<file path="src/shared/temp_regs_defs.svh">
// Register offsets, field positions, reset values and timing counts
// of the temperature monitor register bank.
// Assumes a single 20 MHz core clock; included by bare name.
`ifndef TEMP_REGS_DEFS_SVH
`define TEMP_REGS_DEFS_SVH

// ----------------------------------------
// Register offsets (pointer values)
// ----------------------------------------
`define ADDR_LOCAL_RESULT 8'h00
`define ADDR_REMOTE1_HIGH 8'h01
`define ADDR_RATE_READ 8'h04
`define ADDR_RATE_WRITE 8'h0A
`define ADDR_REMOTE1_LOW 8'h10
`define ADDR_LOCK_CONTROL 8'h24
`define ADDR_REMOTE2_HIGH 8'h30
`define ADDR_REMOTE2_LOW 8'h33
`define ADDR_PRIMARY_CONFIG 8'h03

// ----------------------------------------
// Reset values and field positions
// ----------------------------------------
`define RESET_POINTER 8'h00
`define RESET_RESULT 8'h00
`define RESET_PRIMARY_CONFIG 8'h00
`define RESET_LOCK_CONTROL 8'h00
`define RESET_RATE 8'h08
`define CFG1_RESERVED_MASK 8'hEF
`define RATE_RESERVED_MASK 8'hBF
`define LOCK_BIT_POS 7
`define LOW_BYTE_VALID_MASK 8'hC0
`define RATE_CODE_FIRST_UNAVERAGED 4'h8
`define RATE_CODE_FASTEST 4'hA
`define RATE_CODE_CONTINUOUS 4'hB
`define AVERAGE_SAMPLES 5'h10

// ----------------------------------------
// Timing
// ----------------------------------------
`define CLOCK_FREQ_KHZ 20000
`define CONV_PERIOD_SLOWEST_MS 16000
`define CONV_PERIOD_SLOWEST_CYCLES (`CONV_PERIOD_SLOWEST_MS * `CLOCK_FREQ_KHZ)
`define CONV_PERIOD_FASTEST_US 15500
`define CONV_PERIOD_FASTEST_CYCLES (`CONV_PERIOD_FASTEST_US * `CLOCK_FREQ_KHZ / 1000)

`endif

</file>
<file path="src/shared/temp_regs_pkg.sv">
// Types shared by the temperature monitor register bank and its helpers.
// Assumes the companion defs header for all numeric constants.
package temp_regs_pkg;

   // Channel selector field and converter channel codes.
   typedef enum logic [1:0] {
      CHAN_ALL = 2'b00,
      CHAN_LOCAL = 2'b01,
      CHAN_REMOTE1 = 2'b10,
      CHAN_REMOTE2 = 2'b11
   } chan_type;

   // First configuration register layout.
   typedef struct packed {
      logic alarm_mask;
      logic standby_select;
      logic pin_function_select;
      logic reserved;
      logic remote_alias;
      logic range_extended;
      logic alarm_block_first_remote;
      logic alarm_block_second_remote;
   } cfg1_type;

   // Conversion rate and channel selector layout.
   typedef struct packed {
      logic avg_disable;
      logic reserved;
      chan_type chan_sel;
      logic [3:0] rate_code;
   } rate_type;

   // One converter measurement or one averaged result.
   typedef struct packed {
      chan_type channel;
      logic [9:0] value;
   } meas_type;

   // One byte written by the serial slave engine.
   typedef struct packed {
      logic first;
      logic [7:0] data;
   } bus_write_type;

endpackage
</file>
<file path="src/rtl/conv_scheduler.sv">
// Conversion period timer and channel sequencer.
// Assumes the converter answers each start with one meas_done pulse.
`timescale 1ns/1ps
`default_nettype none
`include "temp_regs_defs.svh"

module conv_scheduler import temp_regs_pkg::*; #(
   parameter int unsigned SLOW_PERIOD_CYCLES = `CONV_PERIOD_SLOWEST_CYCLES,
   parameter int unsigned FAST_PERIOD_CYCLES = `CONV_PERIOD_FASTEST_CYCLES
) (
   // Clock and reset.
   input wire logic clock,
   input wire logic rst,
   // Control from the register bank.
   input wire logic standby,
   input wire rate_type rate,
   input wire logic avg_enable,
   // Converter handshake.
   input wire logic meas_done,
   output logic conv_start,
   output chan_type conv_channel
);

   typedef enum logic [1:0] {
      SCH_IDLE = 2'b00,
      SCH_ISSUE = 2'b01,
      SCH_WAIT = 2'b10
   } sch_state_type;

   // All state of the sequencer.
   typedef struct packed {
      sch_state_type state;
      logic [28:0] timer;
      chan_type chan;
      logic [4:0] samples;
   } sch_type;

   sch_type cur_r;
   sch_type cur_nxt;
   logic tick;
   logic continuous;
   logic [4:0] need;

   // Period in cycles for each rate code; code 0 is the slowest.
   // Continuous codes need no boundary; a one-cycle period keeps the
   // shift below from running to zero and wrapping the timer.
   function automatic logic [28:0] period_of(input logic [3:0] code);
      if (code >= `RATE_CODE_CONTINUOUS) begin
         period_of = 29'h0000001;
      end else if (code == `RATE_CODE_FASTEST) begin
         period_of = FAST_PERIOD_CYCLES[28:0];
      end else begin
         period_of = SLOW_PERIOD_CYCLES[28:0] >> code;
      end
   endfunction

   // Timer, boundary detection and channel walk.
   always_comb begin
      cur_nxt = cur_r;
      continuous = (rate.rate_code >= `RATE_CODE_CONTINUOUS);
      need = avg_enable ? `AVERAGE_SAMPLES : 5'h01;
      tick = (cur_r.timer == 29'h0000000);
      cur_nxt.timer = tick ? period_of(rate.rate_code) - 29'h0000001 : cur_r.timer - 29'h0000001;
      case (cur_r.state)
         SCH_IDLE: begin
            // A boundary, or back to back in continuous mode, opens a round.
            if (tick || continuous) begin
               cur_nxt.chan = (rate.chan_sel == CHAN_ALL) ? CHAN_LOCAL : rate.chan_sel;
               cur_nxt.samples = 5'h00;
               cur_nxt.state = SCH_ISSUE;
            end
         end
         SCH_ISSUE: begin
            cur_nxt.state = SCH_WAIT;
         end
         SCH_WAIT: begin
            if (meas_done) begin
               cur_nxt.samples = cur_r.samples + 5'h01;
               if (cur_r.samples + 5'h01 < need) begin
                  cur_nxt.state = SCH_ISSUE;
               end else if (rate.chan_sel == CHAN_ALL && cur_r.chan != CHAN_REMOTE2) begin
                  cur_nxt.chan = chan_type'(cur_r.chan + 2'b01);
                  cur_nxt.samples = 5'h00;
                  cur_nxt.state = SCH_ISSUE;
               end else begin
                  cur_nxt.state = SCH_IDLE;
               end
            end
         end
         default: begin
            cur_nxt.state = SCH_IDLE;
         end
      endcase
      // Standby drops any round and parks the timer.
      if (standby) begin
         cur_nxt.state = SCH_IDLE;
         cur_nxt.timer = 29'h0000000;
      end
   end

   // State register.
   always_ff @(posedge clock or posedge rst) begin
      if (rst) begin
         cur_r <= '{SCH_IDLE, 29'h0000000, CHAN_LOCAL, 5'h00};
      end else begin
         cur_r <= cur_nxt;
      end
   end

   assign conv_start = (cur_r.state == SCH_ISSUE);
   assign conv_channel = cur_r.chan;

endmodule
`default_nettype wire

</file>
<file path="src/rtl/result_averager.sv">
// Per-channel averaging of converter samples into results.
// Assumes samples arrive one at a time, tagged with their channel.
`timescale 1ns/1ps
`default_nettype none
`include "temp_regs_defs.svh"

module result_averager import temp_regs_pkg::*; (
   // Clock and reset.
   input wire logic clock,
   input wire logic rst,
   // Samples in.
   input wire logic meas_valid,
   input wire meas_type meas,
   input wire logic avg_enable,
   // Results out.
   output logic res_valid,
   output meas_type res
);

   // All state: one accumulator and sample count per channel, plus the output result and its valid flag.
   typedef struct packed {
      logic [3:0][13:0] acc;
      logic [3:0][3:0] cnt;
      logic valid;
      meas_type res;
   } avg_type;

   avg_type cur_r;
   avg_type cur_nxt;
   logic [13:0] sum;

   // Accumulate sixteen samples, or pass each one through.
   always_comb begin
      cur_nxt = cur_r;
      cur_nxt.valid = 1'b0;
      sum = cur_r.acc[meas.channel] + {4'h0, meas.value};
      if (!avg_enable) begin
         // Restart partial sums so a later switch averages clean data.
         cur_nxt.acc = '0;
         cur_nxt.cnt = '0;
      end
      if (meas_valid) begin
         if (!avg_enable) begin
            cur_nxt.valid = 1'b1;
            cur_nxt.res = meas;
         end else if (cur_r.cnt[meas.channel] == 4'hF) begin
            cur_nxt.valid = 1'b1;
            cur_nxt.res = '{meas.channel, sum[13:4]};
            cur_nxt.acc[meas.channel] = 14'h0000;
            cur_nxt.cnt[meas.channel] = 4'h0;
         end else begin
            cur_nxt.acc[meas.channel] = sum;
            cur_nxt.cnt[meas.channel] = cur_r.cnt[meas.channel] + 4'h1;
         end
      end
   end

   // State register.
   always_ff @(posedge clock or posedge rst) begin
      if (rst) begin
         cur_r <= '0;
      end else begin
         cur_r <= cur_nxt;
      end
   end

   assign res_valid = cur_r.valid;
   assign res = cur_r.res;

endmodule
`default_nettype wire

</file>
<file path="src/rtl/temp_sensor_register_bank.sv">
// Register bank of a three-channel temperature monitor.
// Holds the pointer, temperature results, configuration, lock and rate
// registers, schedules conversions and gates the alarm pin outputs.
// Assumes a serial slave engine on the same clock that hands over whole
// bytes, a converter that returns tagged samples, and external limit
// comparators that present their trip levels.
`timescale 1ns/1ps
`default_nettype none
`include "temp_regs_defs.svh"

module temp_sensor_register_bank import temp_regs_pkg::*; #(
   parameter int unsigned SLOW_PERIOD_CYCLES = `CONV_PERIOD_SLOWEST_CYCLES,
   parameter int unsigned FAST_PERIOD_CYCLES = `CONV_PERIOD_FASTEST_CYCLES
) (
   // Clock and reset.
   input wire logic clock,
   input wire logic rst,
   // Byte port from the serial slave engine.
   input wire logic wr_valid,
   input wire bus_write_type wr_byte,
   input wire logic rd_req,
   output logic rd_valid,
   output logic [7:0] rd_data,
   // Converter port.
   input wire logic meas_valid,
   input wire meas_type meas,
   output logic conv_start,
   output chan_type conv_channel,
   output logic avg_enable,
   output logic range_extended,
   output logic standby_select,
   output logic remote_alias_select,
   // Trip levels from the limit comparators.
   input wire logic trip_local,
   input wire logic trip_first_remote,
   input wire logic trip_second_remote,
   input wire logic trip_overtemp,
   input wire logic trip_second_overtemp,
   // Pin outputs, active low.
   output logic overtemp_output_n,
   output logic shared_pin_n
);

   // ------------------------------------------------------------
   // State
   // ------------------------------------------------------------

   // Every register of the bank; bus registers are one byte wide, the read flag and pin levels one bit.
   typedef struct packed {
      logic [7:0] pointer;
      cfg1_type cfg1;
      rate_type rate;
      logic [7:0] lock_ctl;
      logic [7:0] local_result;
      logic [7:0] remote1_high;
      logic [7:0] remote1_low;
      logic [7:0] remote2_high;
      logic [7:0] remote2_low;
      logic rd_valid;
      logic [7:0] rd_data;
      logic overtemp_n;
      logic shared_n;
   } bank_type;

   bank_type cur_r; // Registered state.
   bank_type cur_nxt; // Next state, filled by the decode process.

   logic res_valid; // Averaged result ready this cycle.
   meas_type res; // The averaged result itself.
   logic locked; // Lockable registers are frozen.
   logic alarm_cause; // Any unblocked alarm source is tripped.

   // ------------------------------------------------------------
   // Decode helpers
   // ------------------------------------------------------------

   // True when the pointer selects the given offset.
   function automatic logic hit(input logic [7:0] ptr, input logic [7:0] addr);
      hit = (ptr == addr);
   endfunction

   // Read value of the register the pointer selects.
   // Offsets that hold nothing here read as zero.
   function automatic logic [7:0] read_value(input bank_type st);
      logic alias_on;
      alias_on = st.cfg1.remote_alias;
      read_value = 8'h00;
      if (hit(st.pointer, `ADDR_LOCAL_RESULT)) begin
         read_value = st.local_result;
      end else if (hit(st.pointer, `ADDR_REMOTE1_HIGH)) begin
         read_value = alias_on ? st.remote2_high : st.remote1_high;
      end else if (hit(st.pointer, `ADDR_REMOTE1_LOW)) begin
         read_value = alias_on ? st.remote2_low : st.remote1_low;
      end else if (hit(st.pointer, `ADDR_REMOTE2_HIGH)) begin
         read_value = st.remote2_high;
      end else if (hit(st.pointer, `ADDR_REMOTE2_LOW)) begin
         read_value = st.remote2_low;
      end else if (hit(st.pointer, `ADDR_RATE_READ)) begin
         read_value = st.rate & `RATE_RESERVED_MASK;
      end else if (hit(st.pointer, `ADDR_PRIMARY_CONFIG)) begin
         read_value = st.cfg1 & `CFG1_RESERVED_MASK;
      end else if (hit(st.pointer, `ADDR_LOCK_CONTROL)) begin
         read_value = st.lock_ctl;
      end
   endfunction

   // ------------------------------------------------------------
   // Conversion scheduling and averaging
   // ------------------------------------------------------------

   // Averaging applies only at the slow rates, and only while the
   // disable bit is clear; the three fast rates never average.
   assign avg_enable = !cur_r.rate.avg_disable && (cur_r.rate.rate_code < `RATE_CODE_FIRST_UNAVERAGED);

   // The sequencer owns the period timer and the channel walk.
   conv_scheduler #(
      .SLOW_PERIOD_CYCLES(SLOW_PERIOD_CYCLES),
      .FAST_PERIOD_CYCLES(FAST_PERIOD_CYCLES)
   ) u_sched (
      .clock(clock),
      .rst(rst),
      .standby(cur_r.cfg1.standby_select),
      .rate(cur_r.rate),
      .avg_enable(avg_enable),
      .meas_done(meas_valid),
      .conv_start(conv_start),
      .conv_channel(conv_channel)
   );

   // Samples are folded into results before they reach the registers.
   result_averager u_avg (
      .clock(clock),
      .rst(rst),
      .meas_valid(meas_valid),
      .meas(meas),
      .avg_enable(avg_enable),
      .res_valid(res_valid),
      .res(res)
   );

   // ------------------------------------------------------------
   // Alarm gating
   // ------------------------------------------------------------

   // Remote sources can be blocked one by one; local cannot.
   assign alarm_cause = trip_local
      || (trip_first_remote && !cur_r.cfg1.alarm_block_first_remote)
      || (trip_second_remote && !cur_r.cfg1.alarm_block_second_remote);

   assign locked = cur_r.lock_ctl[`LOCK_BIT_POS];

   // ------------------------------------------------------------
   // Next-state decode
   // ------------------------------------------------------------

   // Bus bytes, converter results and pin levels all resolve here.
   always_comb begin
      cur_nxt = cur_r;
      cur_nxt.rd_valid = 1'b0;

      // A read answers one cycle after the request with the selected
      // register; the pointer is left as it is.
      if (rd_req) begin
         cur_nxt.rd_valid = 1'b1;
         cur_nxt.rd_data = read_value(cur_r);
      end

      // Bus writes: the opening byte of a transaction is the pointer,
      // every later byte goes to the register the pointer selects.
      if (wr_valid) begin
         if (wr_byte.first) begin
            cur_nxt.pointer = wr_byte.data;
         end else if (!locked) begin
            // Result offsets are not decoded here, so bus writes to the
            // results fall through and change nothing.
            if (hit(cur_r.pointer, `ADDR_PRIMARY_CONFIG)) begin
               cur_nxt.cfg1 = wr_byte.data & `CFG1_RESERVED_MASK;
            end else if (hit(cur_r.pointer, `ADDR_RATE_WRITE)) begin
               cur_nxt.rate = wr_byte.data & `RATE_RESERVED_MASK;
            end else if (hit(cur_r.pointer, `ADDR_LOCK_CONTROL)) begin
               // Only the lock bit is stored; it can never be cleared
               // by the bus because a set lock blocks this write.
               cur_nxt.lock_ctl[`LOCK_BIT_POS] = wr_byte.data[`LOCK_BIT_POS];
            end
         end
         // While locked, writes to lockable registers are dropped
         // without any error indication.
      end

      // Converter results are the only source for the result registers.
      if (res_valid) begin
         case (res.channel)
            CHAN_LOCAL: begin
               cur_nxt.local_result = res.value[9:2];
            end
            CHAN_REMOTE1: begin
               cur_nxt.remote1_high = res.value[9:2];
               cur_nxt.remote1_low = {res.value[1:0], 6'b000000} & `LOW_BYTE_VALID_MASK;
            end
            CHAN_REMOTE2: begin
               cur_nxt.remote2_high = res.value[9:2];
               cur_nxt.remote2_low = {res.value[1:0], 6'b000000} & `LOW_BYTE_VALID_MASK;
            end
            default: begin
               cur_nxt.local_result = cur_r.local_result;
            end
         endcase
      end

      // Pin levels. Standby forces both pins to their inactive level,
      // since limits compared against stale results would mislead.
      if (cur_r.cfg1.standby_select) begin
         cur_nxt.overtemp_n = 1'b1;
         cur_nxt.shared_n = 1'b1;
      end else begin
         cur_nxt.overtemp_n = !trip_overtemp;
         if (cur_r.cfg1.pin_function_select) begin
            // Second overtemperature output; the alarm mask has no say.
            cur_nxt.shared_n = !trip_second_overtemp;
         end else begin
            cur_nxt.shared_n = !(alarm_cause && !cur_r.cfg1.alarm_mask);
         end
      end
   end

   // ------------------------------------------------------------
   // State register
   // ------------------------------------------------------------

   // Power-on values: pointer and results zero, rate code 0x08.
   always_ff @(posedge clock or posedge rst) begin
      if (rst) begin
         cur_r.pointer <= `RESET_POINTER;
         cur_r.cfg1 <= `RESET_PRIMARY_CONFIG;
         cur_r.rate <= `RESET_RATE;
         cur_r.lock_ctl <= `RESET_LOCK_CONTROL;
         cur_r.local_result <= `RESET_RESULT;
         cur_r.remote1_high <= `RESET_RESULT;
         cur_r.remote1_low <= `RESET_RESULT;
         cur_r.remote2_high <= `RESET_RESULT;
         cur_r.remote2_low <= `RESET_RESULT;
         cur_r.rd_valid <= 1'b0;
         cur_r.rd_data <= 8'h00;
         cur_r.overtemp_n <= 1'b1;
         cur_r.shared_n <= 1'b1;
      end else begin
         cur_r <= cur_nxt;
      end
   end

   // ------------------------------------------------------------
   // Outputs
   // ------------------------------------------------------------

   // Read answer, straight from flip-flops.
   assign rd_valid = cur_r.rd_valid;
   assign rd_data = cur_r.rd_data;

   // Configuration levels for the converter and the limit logic.
   assign range_extended = cur_r.cfg1.range_extended;
   assign standby_select = cur_r.cfg1.standby_select;
   assign remote_alias_select = cur_r.cfg1.remote_alias;

   // Pin levels, registered.
   assign overtemp_output_n = cur_r.overtemp_n;
   assign shared_pin_n = cur_r.shared_n;

endmodule
`default_nettype wire

</file>
<file path="config.mk">
export PLATFORM = sky130hd
export DESIGN_NAME = temp_sensor_register_bank
export DESIGN_NICKNAME = d
export VERILOG_FILES = /design/src/shared/temp_regs_pkg.sv /design/src/rtl/conv_scheduler.sv /design/src/rtl/result_averager.sv /design/src/rtl/temp_sensor_register_bank.sv
export VERILOG_INCLUDE_DIRS = /design/src /design/src/shared
export SDC_FILE = /design/constraint.sdc
export NUM_CORES = 1
export LEC_CHECK = 0
export ABC_CLOCK_PERIOD_IN_PS = 4100
export BUFFER_PORTS_ARGS = -buffer_cell sky130_fd_sc_hd__buf_2
export CAP_MARGIN = 20
export CELL_PAD_IN_SITES_DETAIL_PLACEMENT = 0
export CELL_PAD_IN_SITES_GLOBAL_PLACEMENT = 1
export CORE_ASPECT_RATIO = 1.4
export CORE_MARGIN = 2
export CORE_UTILIZATION = 49
export CTS_CLUSTER_SIZE = 8
export DETAILED_ROUTE_END_ITERATION = 8
export PLACE_DENSITY_LB_ADDON = 0.1
export SYNTH_ARGS = -nofsm -noshare
export SYNTH_HDL_FRONTEND = slang
export SYNTH_HIERARCHICAL = 1
export SYNTH_SLANG_ARGS = --single-unit
</file>
<file path="constraint.sdc">
create_clock -name clock -period 4.1 [get_ports clock]
set_input_delay 0 -clock clock [delete_from_list [all_inputs] [get_ports clock]]
set_output_delay 0 -clock clock [all_outputs]
set_load 0.02 [all_outputs]
</file>
# [Yosys cells after proc, flatten, opt, wreduce, memory -nomap -nowiden]
# Index checks and enable logic that the tools add are counted.
[word_totals] reg_bits=185 wordCells=159 mem_bits_ro=0 n_memories=0 latchBits=0 ramBits=0 inputBits=31 output_inout_bits=18
[classes] bitwise_logic=7 order_cmp=5 div=0 n_eq_ne=23 n_addsub=6 shifts=1 multipliers=0 reduce_logical=32 mux=49
[ops] operator="72-bit two-way mux" count=3
[ops] operator="29-bit two-way mux" count=3
[ops] operator="85-bit two-way mux" count=1
[ops] operator="8-bit two-way mux" count=10
[ops] operator="29-bit by 1-bit subtractor with 29-bit output, second input constant" count=2
[ops] operator="56-bit bitwise AND" count=1
[ops] operator="56-bit bitwise mux" count=1
[ops] operator="56-bit inverter" count=1
[ops] operator="31-bit two-way mux" count=1
[ops] operator="29-bit zero test" count=1
[ops] operator="29-bit by 4-bit right shift with 29-bit output, first input constant" count=1
[ops] operator="14-bit binary-select mux with 2-bit select" count=1
[ops] operator="14-bit demux with 2-bit select" count=1
[ops] operator="14-bit two-way mux" count=2
[ops] operator="7-bit two-way mux" count=4
[ops] operator="13-bit two-way mux" count=2
[ops] operator="8-bit by 6-bit == test with 1-bit output, second input constant" count=3
[ops] operator="16-bit bitwise AND" count=1
[ops] operator="16-bit bitwise mux" count=1
[ops] operator="16-bit inverter" count=1
[ops] operator="14-bit by 10-bit adder with 14-bit output" count=1
[ops] operator="7-bit case mux with 2 select lines" count=1
[ops] operator="2-bit AND reduction" count=7
[ops] operator="2-bit two-way mux" count=5
[ops] operator="other kinds (37)" count=68

# [Longest topological paths before layout]
[depth] depth_word=10 ltp_mapped=14 ltp_nobuf=11

# [Modules after synthesis]
# The synthesis kept the hierarchy.
[by_module_without_submodules] mod="result_averager" seq_area_each_um2=2127.0 instances=1 cells_per_inst=492 area_per_inst_um2=4929.7
[by_module_without_submodules] mod="conv_scheduler" seq_area_each_um2=952.2 instances=1 cells_per_inst=371 area_per_inst_um2=3025.4
[by_module_without_submodules] mod="temp_sensor_register_bank" seq_area_each_um2=1555.2 instances=1 cells_per_inst=248 area_per_inst_um2=3002.9

# [Worst setup path after synthesis]
# OpenSTA, ideal clock, no wires.
[synth_timing] path_kind="reg2reg" start="register cur_r[60] (netlist name)" end="register u_sched/cur_r[32] (netlist bit)" required_time_ns=3.980 slack_ns=1.148 synth_period_minus_slack_ns=2.952 t_arrival_ns=2.832 path_stages_with_launch=10 path_cell_list="dfrtp_1 -> inv_1 -> ha_1 -> or2_4 -> mux4_2 -> nand2b_4 -> a211oi_4 -> nand4b_4 -> or3_1 -> and3_1"
[synth_rtl] item="to (signal assigned)" line="conv_scheduler.sv:104" text="cur_r <= '{SCH_IDLE, 29'h0000000, CHAN_LOCAL, 5'h00};"
[synth_rtl] item="to (signal assigned)" line="conv_scheduler.sv:106" text="cur_r <= cur_nxt;"
[synth_rtl] item="to (decl)" line="conv_scheduler.sv:38" text="sch_type cur_r;"

==> metrics.md <==
| Metric | Value |
|---|---|
| Status | complete, no violations |
| Drt pass-1 iters | 5 |
| Fin. Hold Viols | 0 |
| Die W | 130.4 um |
| Core area | 21940 um2 |
| DP HPWL | 19.89 mm |
| Critical Path End Type | register |
| Mean area per synthesized cell | 9.869 um2 |
| Worst VDD drop | 0.3640 mV |
| Fin Setup TNS | 0 ns |
| Final slew viol count | 0 |
| Final min period | 3.407 ns |
| Largest net degree at the start of global routing | 100 |
| Final Setup Violations | 0 |
| Tot GR Track Use | 0.2499 |
| Layout cells sized above 1 | 0.1845 |
| Final setup skew | 0.01067 ns |
| Worst Path Max Fanout | 15 |
| Clock buffer count from CTS | 17 |
| Area Overhead vs Synth | 9.526% |
| Row count | 64 |
| Total chip power | 6.900 mW |
| Post-route insts no fill | 1435 |
| Reg2reg setup slack | 0.69 ns |
| Final hold slack | 0.03263 ns |
| Clock Latency Late Sink | 0.44 ns |
| Via count | 8587 |
| Vias in the first global route | 8561 |
| Final period util | 0.8309 |
| DR DRC count | 0 |
| Worst-path clk slew | 0.07 ns |
| Grt ovf | 0 |
| Via density | 5.984 |
| IO buf count | 48 |
| # clock sinks | 185 |
| Initial antenna violation count | 0 |
| DIE HEIGHT | 180.9 um |
| Routed Antenna Nets | 0 |
| Max cap viols | 0 |
| Hold crit path type | input port to register |
| Die Area | 23580 um2 |
| Startpoint Class | register |
| CTS tree | yes |
| CTS H-Tree Depth | 4 |
| Synth Net Count | 1165 |
| Worst Path Arrival | 3.74 ns |
| DRT iter0 DRCs | 690 |
| First-pass GRT wire length | 45.97 mm |
| WS Path Type | register to register |
| Clock Tree Root | clkbuf_16 |
| Post-Route WL | 28.41 mm |
| Diode count | 0 |
| Worst-Margin Slew | 1.009 ns |
| Starting Density | 0.4993 |
| CP required | 4.44 ns |
| Slew margin rel. | 0.3257 |
| DP Cell Count | 1381 |
| Routability Congestion | 0.8949 |
| Clock buffer depth | 2 |
| Total of warnings raised by yosys | 6 |
| Mapped Cells | 1110 |
| RSZ-0062 raised after global routing | false |
| P_leak | 5.193 nW |
| Nets | 1180 |
| Peak Freq | 293.5 MHz |
| Synth Cell Area | 10950 um2 |
| Io pins | 49 |
| Drt wl/cell | 19.80 um |
| Pwr Density | 575.1 nW/um2 |
-- through the flow --
stage               worst slack (ns)  utilization  area [um2]
floorplan                      1.148            -       10950
global placement              0.7761       0.5098       11180
detailed placement            0.7058       0.5104       11200
CTS                           0.7072       0.5468       12000
global route                  0.3771       0.5468       12000
finish                        0.6931       0.5468       12000
-- path summary, 6_finish.rpt --
kind | from | cells past startpoint | end
max | cur_r[59] | 9 | u_sched/cur_r[32]
max reg2reg | cur_r[59] | 9 | u_sched/cur_r[32]
min reg2reg | rd_data[3] | 1 | rd_data[3]
min in group asynchronous | rst | 3 | u_avg/cur_r[70]
min | wr_valid | 3 | cur_r[58]
max in group asynchronous | rst | 4 | u_avg/res_valid
-- area by class of cell --
cell class,instances,area [um2]
Multi-Input combinational cell,807,5723
Clock inverter,14,138.9
Inverter,29,110.1
Clock buffer,18,439.2
Sequential cell,185,4634
Tap cell,297,371.6
Timing Repair Buffer,85,580.6
Fill cell,2091,9943
-- timing repair --
action,4_1_cts,5_1_grt
endpoints found under the hold margin,170,0
hold buffers,22,0
endpoints found under the setup margin,0,0
setup buffers,0,0
resized for setup,0,0
-- worst max-delay path, stage by stage (launching register included) --
cell and delay (ns):
dfrtp_1 0.48, inv_1 0.12, ha_1 0.40, or2_4 0.34
mux4_2 0.51, nand2b_4 0.18, a211oi_4 0.47, nand4b_4 0.22
or3_1 0.40, and3_1 0.18
-- layout by cell type (no fill, tap or decap), types with 7 or more instances in the layout --
cell type / instances
o211ai_1: 8
mux4_2: 18
xnor2_1: 18
nor3_1: 46
nand2b_1: 18
buf_4: 14
mux2_2: 55
nor2b_1: 23
nor2_1: 55
inv_1: 27
and3_1: 7
nand4_1: 10
mux2i_1: 7
a31oi_1: 10
o22ai_1: 10
o21a_1: 8
dfrtp_1: 181
ha_1: 23
clkbuf_16: 17
nor4_1: 11
a21boi_0: 10
a32o_1: 20
a21o_1: 10
a21boi_1: 12
o31ai_1: 9
o21ai_0: 40
xor2_1: 11
o31a_1: 7
dlygate4sd3_1: 22
nand2_1: 112
a21oi_1: 56
buf_2: 48
and2_1: 19
nand3_1: 48
-- power by group --
part	internal [mW]	total, mW	switching, mW
Clock	0.867	1.62	0.756
Combinational	1.07	2.41	1.33
Sequential	2.41	2.87	0.458
Total	4.35	6.90	2.55
-- state kept, by name, summed over array words and instances (netlist names) --
signal / count
standby_select: 1
u_sched/cur_r: 36
rd_valid: 1
overtemp_output_n: 1
remote_alias_select: 1
cur_r: 48
rd_data: 8
range_extended: 1
u_avg/cur_r: 72
shared_pin_n: 1
u_sched/conv_channel: 2
u_avg/res: 12
u_avg/res_valid: 1
-- layer usage --
layer | vias to the layer above | routed length, um | global-route usage
li1 | 4086 | - | -
met1 | 4271 | 12250 | 0.3206
met2 | 183 | 14490 | 0.4226
met3 | 47 | 891 | 0.04027
met4 | 0 | 777 | 0.09362
met5 | - | 0 | 0
Note: power is estimated with default switching activity, not from simulation.
